===== src/cdr_consts.svh =====
// Register offsets, field positions, reset values and timing counts for the
// charger-detect register bank. Included by the bank and its package users.
`ifndef CDR_CONSTS_SVH
`define CDR_CONSTS_SVH

`define CDR_OFS_CTRL_ONE     8'h01
`define CDR_OFS_STATUS       8'h02
`define CDR_OFS_CTRL_TWO     8'h03
`define CDR_OFS_CTRL_THREE   8'h04

`define CDR_C1_DETECT_EN     0
`define CDR_C1_MANUAL        1
`define CDR_C1_MASK          6
`define CDR_C2_CONTACT_EN    7
`define CDR_C2_SUSPEND       4
`define CDR_C2_OVERRIDE      3
`define CDR_C3_DS_METHOD     4
`define CDR_C3_COMPLIANCE    3
`define CDR_C3_REG_EN        2
`define CDR_C3_REG_TIMING    1
`define CDR_C3_EXIT          0

`define CDR_RST_DETECT_EN    1'h1
`define CDR_RST_CONTACT_EN   1'h1
`define CDR_RST_SUSPEND      1'h0
`define CDR_RST_OVERRIDE     1'h0
`define CDR_RST_CE_FIELD     3'h0
`define CDR_RST_COMPLIANCE   1'h1
`define CDR_RST_REG_EN       1'h0
`define CDR_RST_REG_TIMING   1'h1
`define CDR_RST_EXIT         1'h1

// Arbitrary neutral serial-bus slave address.
`define CDR_SLAVE_ADDR       7'h35

`define CDR_CLK_MHZ          250
`define CDR_CONTACT_TMO_MS   2000
`define CDR_CONTACT_TMO_CYC  (`CDR_CONTACT_TMO_MS * 1000 * `CDR_CLK_MHZ)

`endif


===== src/cdr_pkg.sv =====
// Types shared by the charger-detect register bank.
// Assumes cdr_consts.svh supplies all numeric constants.
package cdr_pkg;

    typedef enum logic [3:0] {
        DET_IDLE    = 4'b0001,
        DET_CONTACT = 4'b0010,
        DET_SHORT   = 4'b0100,
        DET_DONE    = 4'b1000
    } cdr_det_type;

    typedef enum logic [4:0] {
        BUS_IDLE = 5'b00001,
        BUS_ADDR = 5'b00010,
        BUS_REG  = 5'b00100,
        BUS_WR   = 5'b01000,
        BUS_RD   = 5'b10000
    } cdr_bus_type;

endpackage


===== src/cdr_regs.sv =====
// Charger-detect status and control register bank with its serial slave
// and a small detection sequencer. Assumes the analog front end supplies
// comparator, contact and classifier levels asynchronously on pins.
`timescale 1ns/1ps
`default_nettype none
`include "cdr_consts.svh"

// Behaviour
// - Detect-enable starts detection on bus change
// - Status bits 7:5 report charger type code
// - Bit 4 shows comparator; any change interrupts
// - Bit 2 timeout after 2s; rising interrupts
// - Bit 1 running flag, never interrupts
// - Contact-enable set: short test after contact
// - Contact-enable clear: skip straight to short
// - Clearing contact-enable while stuck bypasses contact
// - Suspend bit picks disabled-charger output levels
// - Override makes outputs follow written field
// - Output field loaded from result unless overridden
// - Compliance bit steers plain-cable output choice
// - Regulated-output enable clear keeps supply off
// - Timing bit: on at completion or valid bus
// - Exit bit leaves detection on timeout
// - Control reset values are design parameters, except manual, mask and method bits
// - Serial-less variant changes three reset values
// - Status read clears pending; mask only hides
module cdr_regs import cdr_pkg::*; #(
    parameter bit          SERIAL_VARIANT = 1'b1,
    parameter int unsigned CONTACT_TIMEOUT_CYC = `CDR_CONTACT_TMO_CYC,
    parameter bit          RST_DETECT_EN  = `CDR_RST_DETECT_EN,
    parameter bit          RST_CONTACT_EN = `CDR_RST_CONTACT_EN,
    parameter bit          RST_SUSPEND    = `CDR_RST_SUSPEND,
    parameter bit          RST_OVERRIDE   = `CDR_RST_OVERRIDE,
    parameter logic [2:0]  RST_CE_FIELD   = `CDR_RST_CE_FIELD,
    parameter bit          RST_COMPLIANCE = `CDR_RST_COMPLIANCE,
    parameter bit          RST_REG_EN     = `CDR_RST_REG_EN,
    parameter bit          RST_REG_TIMING = `CDR_RST_REG_TIMING,
    parameter bit          RST_EXIT       = `CDR_RST_EXIT
) (
    input  wire logic       CLK,             // 250 MHz clock
    input  wire logic       RESET,           // async, active high
    input  wire logic       SCL_IN,          // serial clock pin
    input  wire logic       SDA_IN,          // serial data pin level
    output logic            SDA_OUT,         // serial data drive value
    output logic            SDA_OE,          // high while pulling SDA
    input  wire logic       VBUS_COMP_IN,    // bus at/above threshold
    input  wire logic       CONTACT_IN,      // data contact sensed
    input  wire logic [2:0] CLASS_IN,        // classifier type code
    output logic [2:0]      CE_OUT,          // charger enables, 2..0
    output logic [2:0]      CE_OE,           // high while pulling low
    output logic            SUPPLY_ON,       // transceiver supply on
    output logic            INT_N            // interrupt, active low
);

    // the serial-less variant resets three controls differently.
    localparam bit RST_SUS = SERIAL_VARIANT ? RST_SUSPEND : 1'b1;
    localparam bit RST_CPL = SERIAL_VARIANT ? RST_COMPLIANCE : 1'b0;
    localparam bit RST_REN = SERIAL_VARIANT ? RST_REG_EN : 1'b1;

    logic [6:0]  sync1_r;
    logic [6:0]  sync2_r;
    logic        scl_d_r;
    logic        sda_d_r;
    logic        det_en_r;
    logic        manual_r;
    logic        mask_r;
    logic        contact_en_r;
    logic        suspend_r;
    logic        override_r;
    logic [2:0]  ce_r;
    logic        cdp_r;
    logic        cpl_r;
    logic        reg_en_r;
    logic        reg_timing_r;
    logic        exit_r;
    logic [2:0]  type_r;
    logic        vbus_r;
    logic        timeout_r;
    logic [1:0]  pend_r;
    logic        complete_r;
    logic [31:0] contact_cnt_r;
    cdr_det_type det_st;
    cdr_bus_type bus_st;
    logic [3:0]  bit_cnt_r;
    logic [7:0]  shift_r;
    logic [7:0]  ptr_r;
    logic        wr_stb;
    logic        rd_stb;
    logic [7:0]  rd_data;
    logic        det_start;
    logic        det_finish;
    logic [2:0]  ce_fsm;

    wire scl     = sync2_r[0];
    wire sda     = sync2_r[1];
    wire vbus_s  = sync2_r[2];
    wire contact = sync2_r[3];
    wire [2:0] class_s = sync2_r[6:4];
    wire scl_rise = scl & ~scl_d_r;
    wire scl_fall = ~scl & scl_d_r;
    wire bus_start = scl & scl_d_r & sda_d_r & ~sda;
    wire bus_stop  = scl & scl_d_r & ~sda_d_r & sda;
    wire timed_out = contact_cnt_r >= CONTACT_TIMEOUT_CYC;

    always_ff @(posedge CLK or posedge RESET) begin
        if (RESET) begin
            sync1_r <= 7'h03;
            sync2_r <= 7'h03;
            scl_d_r <= 1'h1;
            sda_d_r <= 1'h1;
        end else begin
            sync1_r <= {CLASS_IN, CONTACT_IN, VBUS_COMP_IN, SDA_IN, SCL_IN};
            sync2_r <= sync1_r;
            scl_d_r <= scl;
            sda_d_r <= sda;
        end
    end

    // Serial slave: sample on SCL rise, change SDA on SCL fall.
    always_ff @(posedge CLK or posedge RESET) begin
        if (RESET) begin
            bus_st    <= BUS_IDLE;
            bit_cnt_r <= 4'h0;
            shift_r   <= 8'h00;
            ptr_r     <= 8'h00;
            SDA_OE    <= 1'h0;
        end else if (bus_start) begin
            bus_st    <= BUS_ADDR;
            // The SCL fall that closes START wraps this count to zero.
            bit_cnt_r <= 4'hF;
            SDA_OE    <= 1'h0;
        end else if (bus_stop) begin
            bus_st <= BUS_IDLE;
            SDA_OE <= 1'h0;
        end else if (scl_rise && bit_cnt_r < 4'h8 && bus_st != BUS_RD) begin
            shift_r <= {shift_r[6:0], sda};
        end else if (scl_rise && bit_cnt_r == 4'h8 && bus_st == BUS_RD
                     && sda) begin
            bus_st <= BUS_IDLE;
        end else if (scl_fall && bus_st != BUS_IDLE) begin
            if (bit_cnt_r == 4'h7) begin
                bit_cnt_r <= 4'h8;
                SDA_OE    <= bus_st != BUS_RD
                             && (bus_st != BUS_ADDR
                                 || shift_r[7:1] == `CDR_SLAVE_ADDR);
                if (bus_st == BUS_ADDR && shift_r[7:1] != `CDR_SLAVE_ADDR)
                    bus_st <= BUS_IDLE;
                if (bus_st == BUS_REG)
                    ptr_r <= shift_r;
                if (bus_st == BUS_WR)
                    ptr_r <= ptr_r + 8'h01;
            end else if (bit_cnt_r == 4'h8) begin
                bit_cnt_r <= 4'h0;
                case (bus_st)
                    BUS_ADDR: bus_st <= shift_r[0] ? BUS_RD : BUS_REG;
                    BUS_REG:  bus_st <= BUS_WR;
                    default:  bus_st <= bus_st;
                endcase
                if (bus_st == BUS_RD || (bus_st == BUS_ADDR && shift_r[0]))
                begin
                    shift_r <= rd_data;
                    ptr_r   <= ptr_r + 8'h01;
                    SDA_OE  <= ~rd_data[7];
                end else begin
                    SDA_OE <= 1'h0;
                end
            end else begin
                bit_cnt_r <= bit_cnt_r + 4'h1;
                if (bus_st == BUS_RD) begin
                    shift_r <= {shift_r[6:0], 1'h0};
                    SDA_OE  <= ~shift_r[6];
                end
            end
        end
    end

    assign wr_stb = scl_fall && bus_st == BUS_WR && bit_cnt_r == 4'h7;
    assign rd_stb = scl_fall && bit_cnt_r == 4'h8
                    && (bus_st == BUS_RD || (bus_st == BUS_ADDR && shift_r[0]));

    always_ff @(posedge CLK or posedge RESET) begin
        if (RESET)
            SDA_OUT <= 1'h0;
        else
            SDA_OUT <= 1'h0;
    end

    // Reserved bits read zero and status is never written.
    always_comb begin
        case (ptr_r)
            `CDR_OFS_CTRL_ONE:   rd_data = {1'h0, mask_r, 4'h0, manual_r,
                                            det_en_r};
            `CDR_OFS_STATUS:     rd_data = {type_r, vbus_r, 1'h0, timeout_r,
                                            ~det_st[0], 1'h0};
            `CDR_OFS_CTRL_TWO:   rd_data = {contact_en_r, 2'h0, suspend_r,
                                            override_r, ce_r};
            `CDR_OFS_CTRL_THREE: rd_data = {3'h0, cdp_r, cpl_r, reg_en_r,
                                            reg_timing_r, exit_r};
            default:             rd_data = 8'h00;
        endcase
    end

    always_ff @(posedge CLK or posedge RESET) begin
        if (RESET) begin
            det_en_r     <= RST_DETECT_EN;
            manual_r     <= 1'h0;
            mask_r       <= 1'h0;
            contact_en_r <= RST_CONTACT_EN;
            suspend_r    <= RST_SUS;
            override_r   <= RST_OVERRIDE;
            cdp_r        <= 1'h0;
            cpl_r        <= RST_CPL;
            reg_en_r     <= RST_REN;
            reg_timing_r <= RST_REG_TIMING;
            exit_r       <= RST_EXIT;
        end else if (wr_stb) begin
            if (det_finish)
                manual_r <= 1'h0;
            case (ptr_r)
                `CDR_OFS_CTRL_ONE: begin
                    det_en_r <= shift_r[`CDR_C1_DETECT_EN];
                    manual_r <= shift_r[`CDR_C1_MANUAL];
                    mask_r   <= shift_r[`CDR_C1_MASK];
                end
                `CDR_OFS_CTRL_TWO: begin
                    contact_en_r <= shift_r[`CDR_C2_CONTACT_EN];
                    suspend_r    <= shift_r[`CDR_C2_SUSPEND];
                    override_r   <= shift_r[`CDR_C2_OVERRIDE];
                end
                `CDR_OFS_CTRL_THREE: begin
                    cdp_r        <= shift_r[`CDR_C3_DS_METHOD];
                    cpl_r        <= shift_r[`CDR_C3_COMPLIANCE];
                    reg_en_r     <= shift_r[`CDR_C3_REG_EN];
                    reg_timing_r <= shift_r[`CDR_C3_REG_TIMING];
                    exit_r       <= shift_r[`CDR_C3_EXIT];
                end
                default: mask_r <= mask_r;
            endcase
        end else if (det_finish) begin
            manual_r <= 1'h0;
        end
    end

    // Detection sequencer: contact phase, short test, then done.
    assign det_start  = det_st == DET_IDLE
                        && ((det_en_r && vbus_s != vbus_r) || manual_r);
    assign det_finish = det_st == DET_DONE
                        || (det_st == DET_CONTACT && timed_out && exit_r);

    always_ff @(posedge CLK or posedge RESET) begin
        if (RESET) begin
            det_st        <= DET_IDLE;
            contact_cnt_r <= 32'h0;
            type_r        <= 3'h0;
        end else begin
            case (det_st)
                DET_IDLE: begin
                    contact_cnt_r <= 32'h0;
                    if (det_start)
                        det_st <= DET_CONTACT;
                end
                DET_CONTACT: begin
                    if (!contact_en_r || contact)
                        det_st <= DET_SHORT;
                    else if (timed_out && exit_r)
                        det_st <= DET_IDLE;
                    else if (!timed_out)
                        contact_cnt_r <= contact_cnt_r + 32'h1;
                end
                DET_SHORT: begin
                    type_r <= class_s;
                    det_st <= DET_DONE;
                end
                DET_DONE: det_st <= DET_IDLE;
                default:  det_st <= DET_IDLE;
            endcase
        end
    end

    // A status read clears pending events, but a new event wins.
    always_ff @(posedge CLK or posedge RESET) begin
        if (RESET) begin
            vbus_r    <= 1'h0;
            timeout_r <= 1'h0;
            pend_r    <= 2'h0;
            INT_N     <= 1'h1;
        end else begin
            vbus_r    <= vbus_s;
            timeout_r <= det_st == DET_CONTACT && timed_out;
            pend_r[0] <= (vbus_s != vbus_r)
                         || (pend_r[0] && !(rd_stb && ptr_r == `CDR_OFS_STATUS));
            pend_r[1] <= (det_st == DET_CONTACT && timed_out && !timeout_r)
                         || (pend_r[1] && !(rd_stb && ptr_r == `CDR_OFS_STATUS));
            INT_N     <= ~(mask_r && |pend_r);
        end
    end

    // Outputs after detection, per charger type, with suspend picking enabled or disabled levels.
    always_comb begin
        case (type_r)
            3'h1:    ce_fsm = !cpl_r ? 3'h4 : (suspend_r ? 3'h1 : 3'h7);
            3'h2:    ce_fsm = 3'h2;
            3'h3:    ce_fsm = 3'h2;
            3'h4:    ce_fsm = 3'h4;
            3'h5:    ce_fsm = 3'h2;
            3'h7:    ce_fsm = 3'h0;
            default: ce_fsm = suspend_r ? 3'h1 : 3'h7;
        endcase
    end

    always_ff @(posedge CLK or posedge RESET) begin
        if (RESET) begin
            ce_r       <= RST_CE_FIELD;
            CE_OUT     <= 3'h7;
            CE_OE      <= 3'h0;
            complete_r <= 1'h0;
            SUPPLY_ON  <= 1'h0;
        end else begin
            // The byte that turns the override on also loads its field.
            if (wr_stb && ptr_r == `CDR_OFS_CTRL_TWO
                && shift_r[`CDR_C2_OVERRIDE])
                ce_r <= shift_r[2:0];
            else if (!override_r)
                ce_r <= ce_fsm;
            CE_OUT     <= ce_r;
            CE_OE      <= ~ce_r;
            complete_r <= vbus_s && (complete_r || det_st == DET_DONE);
            SUPPLY_ON  <= reg_en_r && (reg_timing_r ? vbus_s : complete_r);
        end
    end
endmodule
`default_nettype wire


===== config.mk =====
export PLATFORM = sky130hd
export DESIGN_NAME = cdr_regs
export DESIGN_NICKNAME = d
export VERILOG_FILES = /design/src/cdr_pkg.sv /design/src/cdr_regs.sv
export VERILOG_INCLUDE_DIRS = /design/src /design/src/src
export SDC_FILE = /design/constraint.sdc
export NUM_CORES = 1
export LEC_CHECK = 0
export BUFFER_PORTS_ARGS = -buffer_cell sky130_fd_sc_hd__buf_2
export CAP_MARGIN = 20
export CORE_ASPECT_RATIO = 0.75
export CORE_MARGIN = 2
export CORE_UTILIZATION = 59
export DETAILED_ROUTE_END_ITERATION = 7
export GPL_TIMING_DRIVEN = 0
export PLACE_DENSITY = 0.78
export SYNTH_ARGS = -nofsm -noshare
export SYNTH_HDL_FRONTEND = slang
export SYNTH_SLANG_ARGS = --single-unit

===== constraint.sdc =====
create_clock -name CLK -period 6.9 [get_ports CLK]
set_input_delay 0.69 -clock CLK [delete_from_list [all_inputs] [get_ports CLK]]
set_output_delay 0.69 -clock CLK [all_outputs]
set_load 0.05 [all_outputs]

# Word-level counts from Yosys, hierarchy flattened
# Index checks and enable logic that the tools add are counted.
# totals
ff_bits	108
latchBits	0
mem_bits_rw	0
rom_bits	0
inputBits	9
output_inout_bits	10
wordCells	216
mem_count	0
# op_classes
n_addsub	3
multipliers	0
div_mod_pow	0
n_lt_le_gt_ge	2
eq_ne	42
shift	0
n_mux	56
bitwise_logic	20
n_reduce_logical	61
# op_table
cell	count
$mux 32	3
$mux 8	12
$pmux 32 s2	1
$mux 5	9
$mux 4	10
$add 32x1->32 const B	1
$ge 32x29->1 const B	1
$pmux 8 s4	1
$logic_and 1x1->1	27
$ne 2x2->1 const B	9
$eq 8x2->1 const B	2
$mux 1	13
$mux 3	4
$not 1->1	12
$pmux 3 s4	1
$pmux 4 s3	1
$reduce_and 4->1	3
$pmux 5 s2	1
$reduce_bool 2->1	5
$reduce_bool 5->1	2
$eq 3x3->1 const B	3
$add 8x1->8 const B	1
$eq 4x3->1 const B	2
$eq 4x4->1 const B	2
36 further kinds	58

# Longest topological paths before layout
# Gate-level depths: netlist of run 1.
# logic_depth
ltp_word	11
depth_mapped	10
mapped_depth_nobuf	8

# Worst setup path before layout of run 1
# No wires, ideal clock.
# synth_path
kind	flip-flop to flip-flop
start	register bit_cnt_r[0]
end	register ptr_r[7]
setup_ns	0.125
t_arrival_ns	1.902
t_required_ns	6.775
slack_ns	4.873
path_stages_with_launch	11
path_buffers	2
period_less_slack_ns	2.027
cell_sequence	dfrtp_1 > inv_1 > ha_1 > and3b_1 > clkbuf_1 > nor2_1 > nor2_2 > o2111ai_2 > buf_2 > o21ai_0 > o21ai_1
# synth_via
elab_chain_cells	6
elab_cells_between_ends	15
classes_between	1 x order compare; 3 x eq/ne; 1 x mux; 2 x bitwise; 8 x reduce/logical
# synth_lines
element	line_no	rtl
start: declaration	cdr_regs.sv:84	logic [3:0] bit_cnt_r;
start signal: assignment	cdr_regs.sv:168	bit_cnt_r <= bit_cnt_r + 4'h1;
parallel branches: the longest is 6 deep, another holds $lt 4x4->1	-	
end signal: assignment	cdr_regs.sv:149	ptr_r <= shift_r;
end signal: assignment	cdr_regs.sv:151	ptr_r <= ptr_r + 8'h01;
end signal: assignment	cdr_regs.sv:162	ptr_r <= ptr_r + 8'h01;
end: declaration	cdr_regs.sv:86	logic [7:0] ptr_r;
# Several ways; the timed one is not identified.
# A chain may end at the register's enable or synchronous reset.

# Final worst setup path of run 1
# layout_path
start	register scl_d_r
end	register ptr_r[7]
# layout_via
elab_chain_cells	7
elab_cells_between_ends	19
classes_between	12 x bitwise; 7 x reduce/logical
# layout_lines
element	line_no	rtl
start: declaration	cdr_regs.sv:62	logic scl_d_r;
start signal: assignment	cdr_regs.sv:114	scl_d_r <= scl;
$not 1->1	cdr_regs.sv:99	wire scl_rise = scl & ~scl_d_r;
$and 1x1->1	cdr_regs.sv:99	
$logic_and 1x1->1 (2 in a row)	cdr_regs.sv:137	end else if (scl_rise && bit_cnt_r == 4'h8 && bus_st == BUS_RD
$logic_and 1x1->1	cdr_regs.sv:138	&& sda) begin
$not 1->1 (no line)	-	
$reduce_and 8->1 (no line) *	-	
# Every way passes the cells marked *; elsewhere a longest branch is shown, timed or not.

==> flow_summary_export.csv, run 1 <==
group,metric,value,unit
placed_design,dp.cells,717,
final_layout,seqCellArea,2724,um2
placed_design,dp_hpwl,8986,um
yosys,synth.net_count,588,
detailed_routing,firstDrtPassIters,5,
pwr,p_leak,2.583,nW
clocking,post-cts-setup-buffer-count,0,
sta,finalClockSkew,0.009983,ns
clocking,cts-root-buf,"clkbuf_16",
clocking,htreeDepth,3,
global_route,first_global_vias,4159,
sta,fmax,381.2,MHz
clocking,cts_tree,"yes",
floorplanning,ios,19,
yosys,seq_area_frac_synth,0.4935,
yosys,synth-edff-count,0,
clocking,cts_sinks,108,
global_route,antenna_found_initial,0,
detailed_routing,drt.antenna.violating_nets,0,
final_layout,layout_common_cells,"91 x dfrtp_1, 67 x nor2_1, 44 x nand2_1",
final_layout,final_nets,618,
yosys,synth_seq_cells,108,
global_route,grt_max_degree,69,
yosys,netlist_instances,571,
floorplanning,start_util,0.6076,
floorplanning,die_area,10150,um2
pwr,power_density,316.6,nW/um2
floorplanning,die_w,115.7,um
yosys,synth-warning-count,0,
global_route,grt_usage,0.2601,
detailed_routing,drt_iter0_drc,460,
final_layout,final_common_cell,"dfrtp_1",
clocking,clkTransAtPathRegs,0.07,ns
clocking,clk_latency,0.34,ns
clocking,ctsResizeCount,0,
worst_setup_path,criticalPathCategory,"flip-flop to flip-flop",
yosys,yosysTopAreaCellShare,0.4126,
worst_setup_path,end_kind,"flip-flop",
yosys,synthFlopType,"dfrtp_1",
yosys,synth_area,5519,um2
floorplanning,rows,30,
sta,setup_viol,0,
detailed_routing,drc_errors,0,
sta,slew_violations,0,
final_layout,drive_above_1_share,0.1518,
final_layout,multi_input_area,2626,um2
sta,grt_setup_unrepaired,"no",
sta,hold_viol_final,0,
floorplanning,core_region_area,9084,um2
placed_design,pre_cts_ws,4.380,ns
worst_setup_path,worst_setup_path_start_kind,"flip-flop",
final_layout,final_cell_count_no_fill,734,
clocking,hold_buffers,0,
yosys,avgSynthCellArea,9.666,um2
worst_setup_path,cp_max_fo,10,
sta,fin_tns_setup,0,ns
clocking,clockBufferDepth,2,
pwr,peakVddDrop,0.2924,mV
final_layout,post-route-util,0.6708,
detailed_routing,routed_wl,12510,um
placed_design,place.gp.congestion,0.8990,
yosys,yosysTopAreaCell,"dfrtp_1",
floorplanning,die_y,87.76,um
placed_design,portBuffers,17,
sta,relSlewSlack,0.3681,
yosys,ys_async_sr_fraction,1.000,
final_layout,fill_cells,724,
global_route,grt-ovfl-total,0,
yosys,ys_types,72,
detailed_routing,num_vias,4526,
detailed_routing,viasPerCell,6.166,
final_layout,num_antenna_cells,0,
worst_setup_path,required,7.13,ns
sta,finalCritPeriodShare,0.3801,
worst_hold_path,worst_hold_path_type,"flip-flop to flip-flop",
sta,tightest_slew,0.9434,ns
sta,min_period,2.623,ns
flow_run,timing.max_cap.violations,0,
yosys,synth_area_leaders,"dfrtp_1 41%, dfstp_2 8.1%, nor2_1 4.6%",
clocking,cts_made_buffers,9,
global_route,grt_pass1_wl,20730,um
final_layout,syn_to_final_growth,10.41,%
worst_setup_path,arrival,2.85,ns
sta,setup_slack,4.277,ns
status,status,"completed",
detailed_routing,drt-wirelength-per-cell,17.04,um
## final cells by class
class | count | share of cell area
Multi-Input combinational cell | 420 | 0.4310
Sequential cell | 108 | 0.4470
Clock buffer | 9 | 0.03696
Tap cell | 128 | 0.02628
Timing Repair Buffer | 19 | 0.01930
Clock inverter | 7 | 0.01129
Inverter | 21 | 0.01335
Buffer | 22 | 0.01478
## state kept, by name (all words and copies together), names as in the netlist, 4 cells and up
signal         flops
bit_cnt_r          4
bus_st             5
contact_cnt_r     32
det_st             4
ptr_r              8
shift_r            8
sync1_r            7
sync2_r            7
## Yosys cell counts, types with 2 or more instances
library cell and number:
a211oi_1 4, a21o_1 4, a21oi_1 32, a22oi_1 10, a31oi_1 10, and2_1 8
and3_1 7, and3b_1 3, and4_1 2, buf_1 5, buf_2 3, clkbuf_1 13
dfrtp_1 91, dfstp_2 17, ha_1 8, inv_1 21, mux2_2 10, mux2i_1 5
nand2_1 44, nand2_2 2, nand2b_1 6, nand3_1 34, nand3b_1 7, nand4_1 13
nor2_1 67, nor2b_1 7, nor3_1 11, nor3_2 6, nor4_1 4, nor4b_1 2
nor4b_4 2, o211ai_1 6, o21a_1 4, o21ai_0 28, o22a_1 6, o22ai_1 3
o311ai_0 2, o31ai_1 2, or2_2 2, or3_1 10, or4_4 2, xnor2_1 5
xor2_1 14
## critical path, stage by stage, from the launching register on
cell and delay (ns):
dfstp_2 0.55, nand2b_1 0.20, a31oi_1 0.76, o2111ai_2 0.43, buf_2 0.31, o21ai_0 0.18
o21ai_1 0.08
## worst paths after layout
| path | startpoint | to | slack [ns] | cells past startpoint |
|---|---|---|---|---|
| min reg2reg | sync1_r[5] | sync2_r[5] | 0.35 | 0 |
| min | sync1_r[5] | sync2_r[5] | 0.35 | 0 |
| max reg2reg | scl_d_r | ptr_r[7] | 4.28 | 6 |
| min in group asynchronous | RESET | contact_cnt_r[28] | 0.40 | 2 |
| max in group asynchronous | RESET | CE_OUT[1] | 5.75 | 3 |
| max | scl_d_r | ptr_r[7] | 4.28 | 6 |
## where the power goes
part           leakage [nW]  internal (W)  switching (W)
logic                  1.08      0.000188       0.000388
registers              1.36      0.000736       0.000115
clock network         0.144      0.000254       0.000248
total                  2.58       0.00118       0.000751
## per-stage QoR
step / power (W) / hold slack, ns / area, um2
final: 0.001929 / 0.3506 / 6093
after global routing: 0.002041 / 0.3592 / 6093
after CTS: 0.001927 / 0.3541 / 6088
after detailed placement: 0.001422 / 0.3365 / 5794
after global placement: 0.001394 / 0.3340 / 5764
after floorplan: 0.001253 / 0.3312 / 5519
## per-layer routing
metal,up-vias,track usage,share of wire
li1,2116,-,-
met1,2198,0.3969,0.47
met2,198,0.3902,0.44
met3,14,0.05813,0.078
met4,0,0.04437,0.0069
met5,-,0,0
## logic make-up after synthesis
group,count (synthesis),share of synthesized area
AND/OR/NAND/NOR,253,0.2537
multiplexers,15,0.02947
flip-flops,108,0.4935
other,1,0.0006795
AO/OA/AOI/OAI,124,0.1437
adder cells (fa/ha/maj),8,0.01814
XOR/XNOR,19,0.03015
buffers and inverters,43,0.03061
(Power assumes the default switching activity.)
==> inputs of run 2 (changes only) <==
--- a/config.mk
+++ b/config.mk
@@ -10,7 +10,7 @@
 export CAP_MARGIN = 20
 export CORE_ASPECT_RATIO = 0.75
 export CORE_MARGIN = 2
-export CORE_UTILIZATION = 59
+export CORE_UTILIZATION = 56
 export DETAILED_ROUTE_END_ITERATION = 7
 export GPL_TIMING_DRIVEN = 0
 export PLACE_DENSITY = 0.78
==> constraint.sdc (replaced) <==
create_clock -name CLK -period 2.15 [get_ports CLK]
set_input_delay 0.215 -clock CLK [delete_from_list [all_inputs] [get_ports CLK]]
set_output_delay 0.215 -clock CLK [all_outputs]
set_load 0.05 [all_outputs]
==> run 2 against run 1 <==
The run now ends with setup timing left. Die area rose by 5.1%. Sequential share of layout area is 3.4 points lower. Via count increased by 5.3%. Core utilization up 1.5 points. Clock skew fell by 0.0018 ns. Design area up 8.3%. Setup slack got worse by 4.3 ns. Final cell count increased by 4.9%. Sequential power grew to 3.3 times the previous value. Critical path depth is the same. Largest cell class is now multi-input gates. Highest routed layer unchanged.
==> flow_summary_export.csv, run 2 (synthesis gave the netlist of run 1 again) <==
group,metric,value,unit
detailed_routing,drt.antenna.violating_nets,0,
floorplanning,core_region_area,9619,um2
global_route,grt-ovfl-total,0,
floorplanning,die_area,10670,um2
pwr,seq_power_share,0.419,
sta,slew_violations,0,
final_layout,multi_input_area,2813,um2
pwr,share_comb_of_total_power,0.315,
floorplanning,ios,19,
sta,hold_viol_final,0,
worst_setup_path,required,2.39,ns
global_route,antenna_found_initial,0,
worst_setup_path,cp_max_fo,4,
detailed_routing,drt_iter0_drc,523,
clocking,cts_sinks,108,
clocking,htreeDepth,3,
pwr,total_power,0.006605,W
global_route,grt_max_degree,44,
floorplanning,die_w,118.6,um
pwr,power_density,1001,nW/um2
final_layout,top_regs,"contact_cnt_r (32), ptr_r (8), shift_r (8)",
worst_setup_path,arrival,2.39,ns
placed_design,portBuffers,17,
final_layout,final_cell_count_no_fill,770,
clocking,cts_made_buffers,9,
sta,setup_viol,2,
global_route,grt_pass1_wl,22080,um
worst_hold_path,worst_hold_path_type,"flip-flop to flip-flop",
sta,relSlewSlack,0.5872,
global_route,first_global_vias,4450,
placed_design,place.gp.congestion,0.9125,
detailed_routing,num_vias,4764,
final_layout,final_common_cell,"dfrtp_1",
floorplanning,die_y,89.98,um
placed_design,dp_hpwl,8826,um
sta,tightest_slew,0.6191,ns
final_layout,layout_common_cells,"90 x dfrtp_1, 63 x nor2_1, 42 x nand2_1",
sta,fmax,464.5,MHz
worst_setup_path,worst_setup_path_start_kind,"flip-flop",
clocking,cts_tree,"yes",
detailed_routing,routed_wl,13620,um
detailed_routing,drc_errors,0,
floorplanning,start_util,0.5738,
pwr,p_int,0.004013,W
final_layout,fill_cells,759,
detailed_routing,drt-wirelength-per-cell,17.68,um
floorplanning,rows,31,
status,violations,"setup timing",
sta,grt_setup_unrepaired,"yes",
final_layout,syn_to_final_growth,19.54,%
pwr,peakVddDrop,0.5785,mV
detailed_routing,firstDrtPassIters,8,
final_layout,num_antenna_cells,0,
flow_run,timing.max_cap.violations,0,
sta,fin_tns_setup,-0.004237,ns
clocking,clk_latency,0.35,ns
global_route,grt_usage,0.2582,
pwr,p_sw,0.002592,W
pwr,switching_share,0.3924,
detailed_routing,viasPerCell,6.187,
final_layout,seqCellArea,2725,um2
sta,min_period,2.153,ns
clocking,clockBufferDepth,2,
sta,setup_slack,-0.002998,ns
final_layout,largest_reg_flops,32,
sta,finalClockSkew,0.008134,ns
final_layout,drive_above_1_share,0.2351,
pwr,p_leak,2.815,nW
status,status,"finished, violations left",
sta,finalCritPeriodShare,1.001,
final_layout,largest_register,"contact_cnt_r",
final_layout,post-route-util,0.6859,
placed_design,dp.cells,722,
pwr,clkPwrFrac,0.266,
worst_setup_path,end_kind,"flip-flop",
clocking,cts-root-buf,"clkbuf_16",
clocking,clkTransAtPathRegs,0.08,ns
final_layout,final_nets,650,
worst_setup_path,criticalPathCategory,"flip-flop to flip-flop",
==> run 2: final cells by class <==
class / instances / area share
plain buffers: 18 / 0.01290
flip-flops and latches: 108 / 0.4130
inverters: 21 / 0.01252
well taps: 132 / 0.02503
clock inverters: 7 / 0.01384
clock buffers: 9 / 0.03414
multi-input cells: 420 / 0.4263
repair buffers: 55 / 0.06220
==> run 2: worst paths after layout <==
| path | from | endpoint | slack, ns | cells past startpoint |
|---|---|---|---|---|
| worst min-delay path | sync1_r[4] | sync2_r[4] | 0.35 | 0 |
| max in group asynchronous | RESET | CE_OUT[2] | 0.76 | 5 |
| worst max-delay path | ptr_r[4] | suspend_r | -0.003 | 6 |
| worst max register to register | ptr_r[4] | suspend_r | -0.003 | 6 |
| worst min register to register | sync1_r[4] | sync2_r[4] | 0.35 | 0 |
| min in group asynchronous | RESET | bit_cnt_r[1] | 0.46 | 3 |
==> run 2: power by group through the flow <==
stage	Sequential (W)	Clock (W)	Combinational [W]
finish	0.00277	0.00176	0.00208
global route	0.00281	0.00187	0.00227
CTS	0.00271	0.00179	0.00190
detailed placement	0.00274	0	0.00180
global placement	0.00274	0	0.00174
floorplan	0.00284	0	0.00119
==> run 2: critical path, cell delays in order, from the launching register on <==
cell and delay (ns):
dfrtp_1 0.42, or4_4 0.56, nor3_4 0.28, nor4b_4 0.22
buf_4 0.19, nand2_4 0.07, mux2_2 0.29
==> run 2: timing repair <==
item,CTS,global route
setup endpoints to repair,25,55
hold buffers,8,0
gates cloned,0,1
pin swaps,4,12
gates resized for setup,15,36
setup buffers,7,19
endpoints found under the hold margin,28,0
==> run 2: per-stage QoR <==
stage | hold slack (ns) | instance area [um2] | setup slack, ns
after floorplan | 0.2195 | 5523 | 0.1231
after global placement | 0.3207 | 5773 | -0.2945
after detailed placement | 0.2956 | 5813 | -0.3766
after CTS | 0.3543 | 6322 | -0.008672
after global routing | 0.3606 | 6598 | -0.08409
final | 0.3514 | 6598 | -0.002998
==> run 2: metal layers <==
layer  track usage  up-vias  routed length (um)
met3       0.06789       30                1147
met5             0        -                   0
li1              -     2181                   -
met4       0.07937        0                 255
met1        0.3812     2312                6120
met2        0.3740      241                6093
==> inputs of run 3 (changes only) <==
--- a/config.mk
+++ b/config.mk
@@ -13,6 +13,7 @@
 export CORE_UTILIZATION = 56
 export DETAILED_ROUTE_END_ITERATION = 7
 export GPL_TIMING_DRIVEN = 0
+export MAX_ROUTING_LAYER = met4
 export PLACE_DENSITY = 0.78
 export SYNTH_ARGS = -nofsm -noshare
 export SYNTH_HDL_FRONTEND = slang
==> run 3 against run 2 <==
The flow still finishes with violations (setup timing). Design area decreased by 0.44%. Count of clock-buffer cells in the layout unchanged. Via count decreased by 0.52%. Clock power about the same. Wire length decreased by 0.94%. Sequential cell count unchanged. Final cell count decreased by 0.39%. Sequential share of layout area increased by 0.18 points. Non-clock buffer count decreased by 3.
==> flow_summary_export.csv, run 3 (synthesis gave the netlist of run 1 again) <==
group,metric,value,unit
status,status,"finished, violations left",
status,violations,"setup timing",
sta,slew_violations,0,
worst_hold_path,holdPathEnd,"sync2_r[2]",
global_route,first_global_vias,4387,
floorplanning,ios,19,
worst_setup_path,end_kind,"flip-flop",
detailed_routing,routed_wl,13490,um
final_layout,layout_common_cells,"90 x dfrtp_1, 65 x nor2_1, 42 x nand2_1",
detailed_routing,firstDrtPassIters,6,
global_route,grt_usage,0.2638,
worst_setup_path,rrSetupSlack,-0.06,ns
floorplanning,core_region_area,9619,um2
global_route,grt-ovfl-total,0,
clocking,htreeDepth,3,
worst_setup_path,r2r_end,"manual_r",
detailed_routing,num_vias,4739,
global_route,grt_pass1_wl,21970,um
global_route,antenna_found_initial,0,
floorplanning,die_w,118.6,um
global_route,grt_max_degree,46,
worst_setup_path,worst_setup_path_start_kind,"flip-flop",
sta,finalClockSkew,0.01059,ns
clocking,clkTransAtPathRegs,0.08,ns
clocking,clockBufferDepth,2,
detailed_routing,drt.antenna.violating_nets,0,
floorplanning,start_util,0.5738,
final_layout,top_regs,"contact_cnt_r (32), ptr_r (8), shift_r (8)",
clocking,cts-root-buf,"clkbuf_16",
floorplanning,die_y,89.98,um
worst_setup_path,required,2.42,ns
worst_setup_path,cp_max_fo,5,
pwr,peakVddDrop,0.6467,mV
placed_design,pre_cts_ws,-0.4078,ns
final_layout,largest_register,"contact_cnt_r",
sta,grt_setup_unrepaired,"yes",
worst_setup_path,arrival,2.49,ns
worst_setup_path,criticalPathCategory,"flip-flop to flip-flop",
clocking,cts_sinks,108,
final_layout,drive_above_1_share,0.2236,
floorplanning,die_area,10670,um2
worst_hold_path,worst_hold_path_type,"flip-flop to flip-flop",
sta,min_period,2.212,ns
pwr,share_comb_of_total_power,0.313,
placed_design,dp.cells,722,
placed_design,dp_hpwl,8845,um
pwr,switching_share,0.3863,
final_layout,largest_reg_flops,32,
pwr,p_sw,0.002546,W
pwr,seq_power_share,0.419,
pwr,p_leak,2.790,nW
final_layout,final_common_cell,"dfrtp_1",
sta,fmax,452.0,MHz
clocking,cts_made_buffers,9,
detailed_routing,drt-wirelength-per-cell,17.59,um
final_layout,syn_to_final_growth,19.02,%
detailed_routing,viasPerCell,6.179,
sta,finalCritPeriodShare,1.029,
final_layout,final_nets,647,
final_layout,num_antenna_cells,0,
placed_design,place.gp.congestion,0.9373,
flow_run,timing.max_cap.violations,0,
sta,setup_slack,-0.06220,ns
worst_setup_path,r2r_start,"ptr_r[4]",
placed_design,portBuffers,17,
pwr,power_density,1004,nW/um2
clocking,clk_latency,0.35,ns
worst_hold_path,whs_path_depth,0,
detailed_routing,drt_iter0_drc,480,
detailed_routing,drc_errors,0,
pwr,clkPwrFrac,0.267,
worst_setup_path,r2r_cells,6,
clocking,cts_tree,"yes",
pwr,p_int,0.004046,W
worst_hold_path,worstHoldStart,"sync1_r[2]",
sta,setup_viol,10,
floorplanning,rows,31,
final_layout,final_cell_count_no_fill,767,
sta,tightest_slew,0.9392,ns
sta,relSlewSlack,0.3650,
sta,hold_viol_final,0,
[run 3: cell count changes in the layout (fill, tap and decap cells not counted), sizes merged]
| cell | before | now |
|---|---|---|
| clkinvlp | 2 | 3 |
| inv | 24 | 23 |
| buf | 54 | 51 |
[run 3: power groups by stage]
stage / clock network [W] / registers (W) / logic [W]
after floorplan: 0 / 0.00284 / 0.00119
after global placement: 0 / 0.00274 / 0.00174
after detailed placement: 0 / 0.00275 / 0.00179
after CTS: 0.00179 / 0.00273 / 0.00190
after global routing: 0.00187 / 0.00281 / 0.00225
final: 0.00176 / 0.00276 / 0.00207
[run 3: layout make-up]
cell class              instances  area [um2]
clock buffers                   9       225.2
repair buffers                 52       402.9
flip-flops and latches        108        2725
fillers                       751        3050
multi-input cells             420        2791
well taps                     132       165.2
inverters                      21       82.58
plain buffers                  18       83.83
clock inverters                 7       92.59
[run 3: worst max-delay path, cell delays in order, from the launching register on]
cell	delay, ns
dfrtp_1	0.42
or4_4	0.56
nor3_4	0.28
nor4b_4	0.40
nand2_2	0.17
mux2i_1	0.15
a31oi_1	0.15
[run 3: repair_timing]
action                                 in CTS  in global routing
resized for setup                          17                 26
setup endpoints to repair                  29                 55
hold buffers                                8                  0
endpoints found under the hold margin      30                  0
pin swaps                                   4                 18
setup buffers                               7                 18
cloned                                      0                  0
[run 3: routing by layer]
layer	up-vias	routed length, um	track usage	share of wire
met4	0	129	0.05853	0.0096
li1	2162	-	-	-
met2	208	5972	0.3678	0.44
met5	-	0	-	0
met3	21	1034	0.05520	0.077
met1	2348	6353	0.3983	0.47
[run 3: worst max path at each step]
stage / cells after the start / from / end / slack [ns]
6_report: 6 / ptr_r[4] / manual_r / -0.06
5_1_grt: 6 / ptr_r[5] / manual_r / -0.11
4_1_cts: 6 / ptr_r[3] / ce_r[2] / -0.03
3_5_place_dp: 10 / bit_cnt_r[0] / ptr_r[7] / -0.41
3_3_place_gp: 10 / bit_cnt_r[0] / ptr_r[7] / -0.31
2_1_floorplan: 10 / bit_cnt_r[0] / ptr_r[7] / 0.12
[run 3: stage by stage]
| step | hold slack, ns | instance area (um2) | setup TNS (ns) | util | total power [W] |
|---|---|---|---|---|---|
| floorplan | 0.2195 | 5523 | 0 | - | 0.004021 |
| global placement | 0.3208 | 5773 | -3.429 | 0.6002 | 0.004481 |
| detailed placement | 0.3112 | 5813 | -3.919 | 0.6043 | 0.004543 |
| CTS | 0.3527 | 6341 | -0.04321 | 0.6592 | 0.006428 |
| global route | 0.3589 | 6569 | -1.026 | 0.6829 | 0.006933 |
| finish | 0.3505 | 6569 | -0.3079 | 0.6829 | 0.006592 |
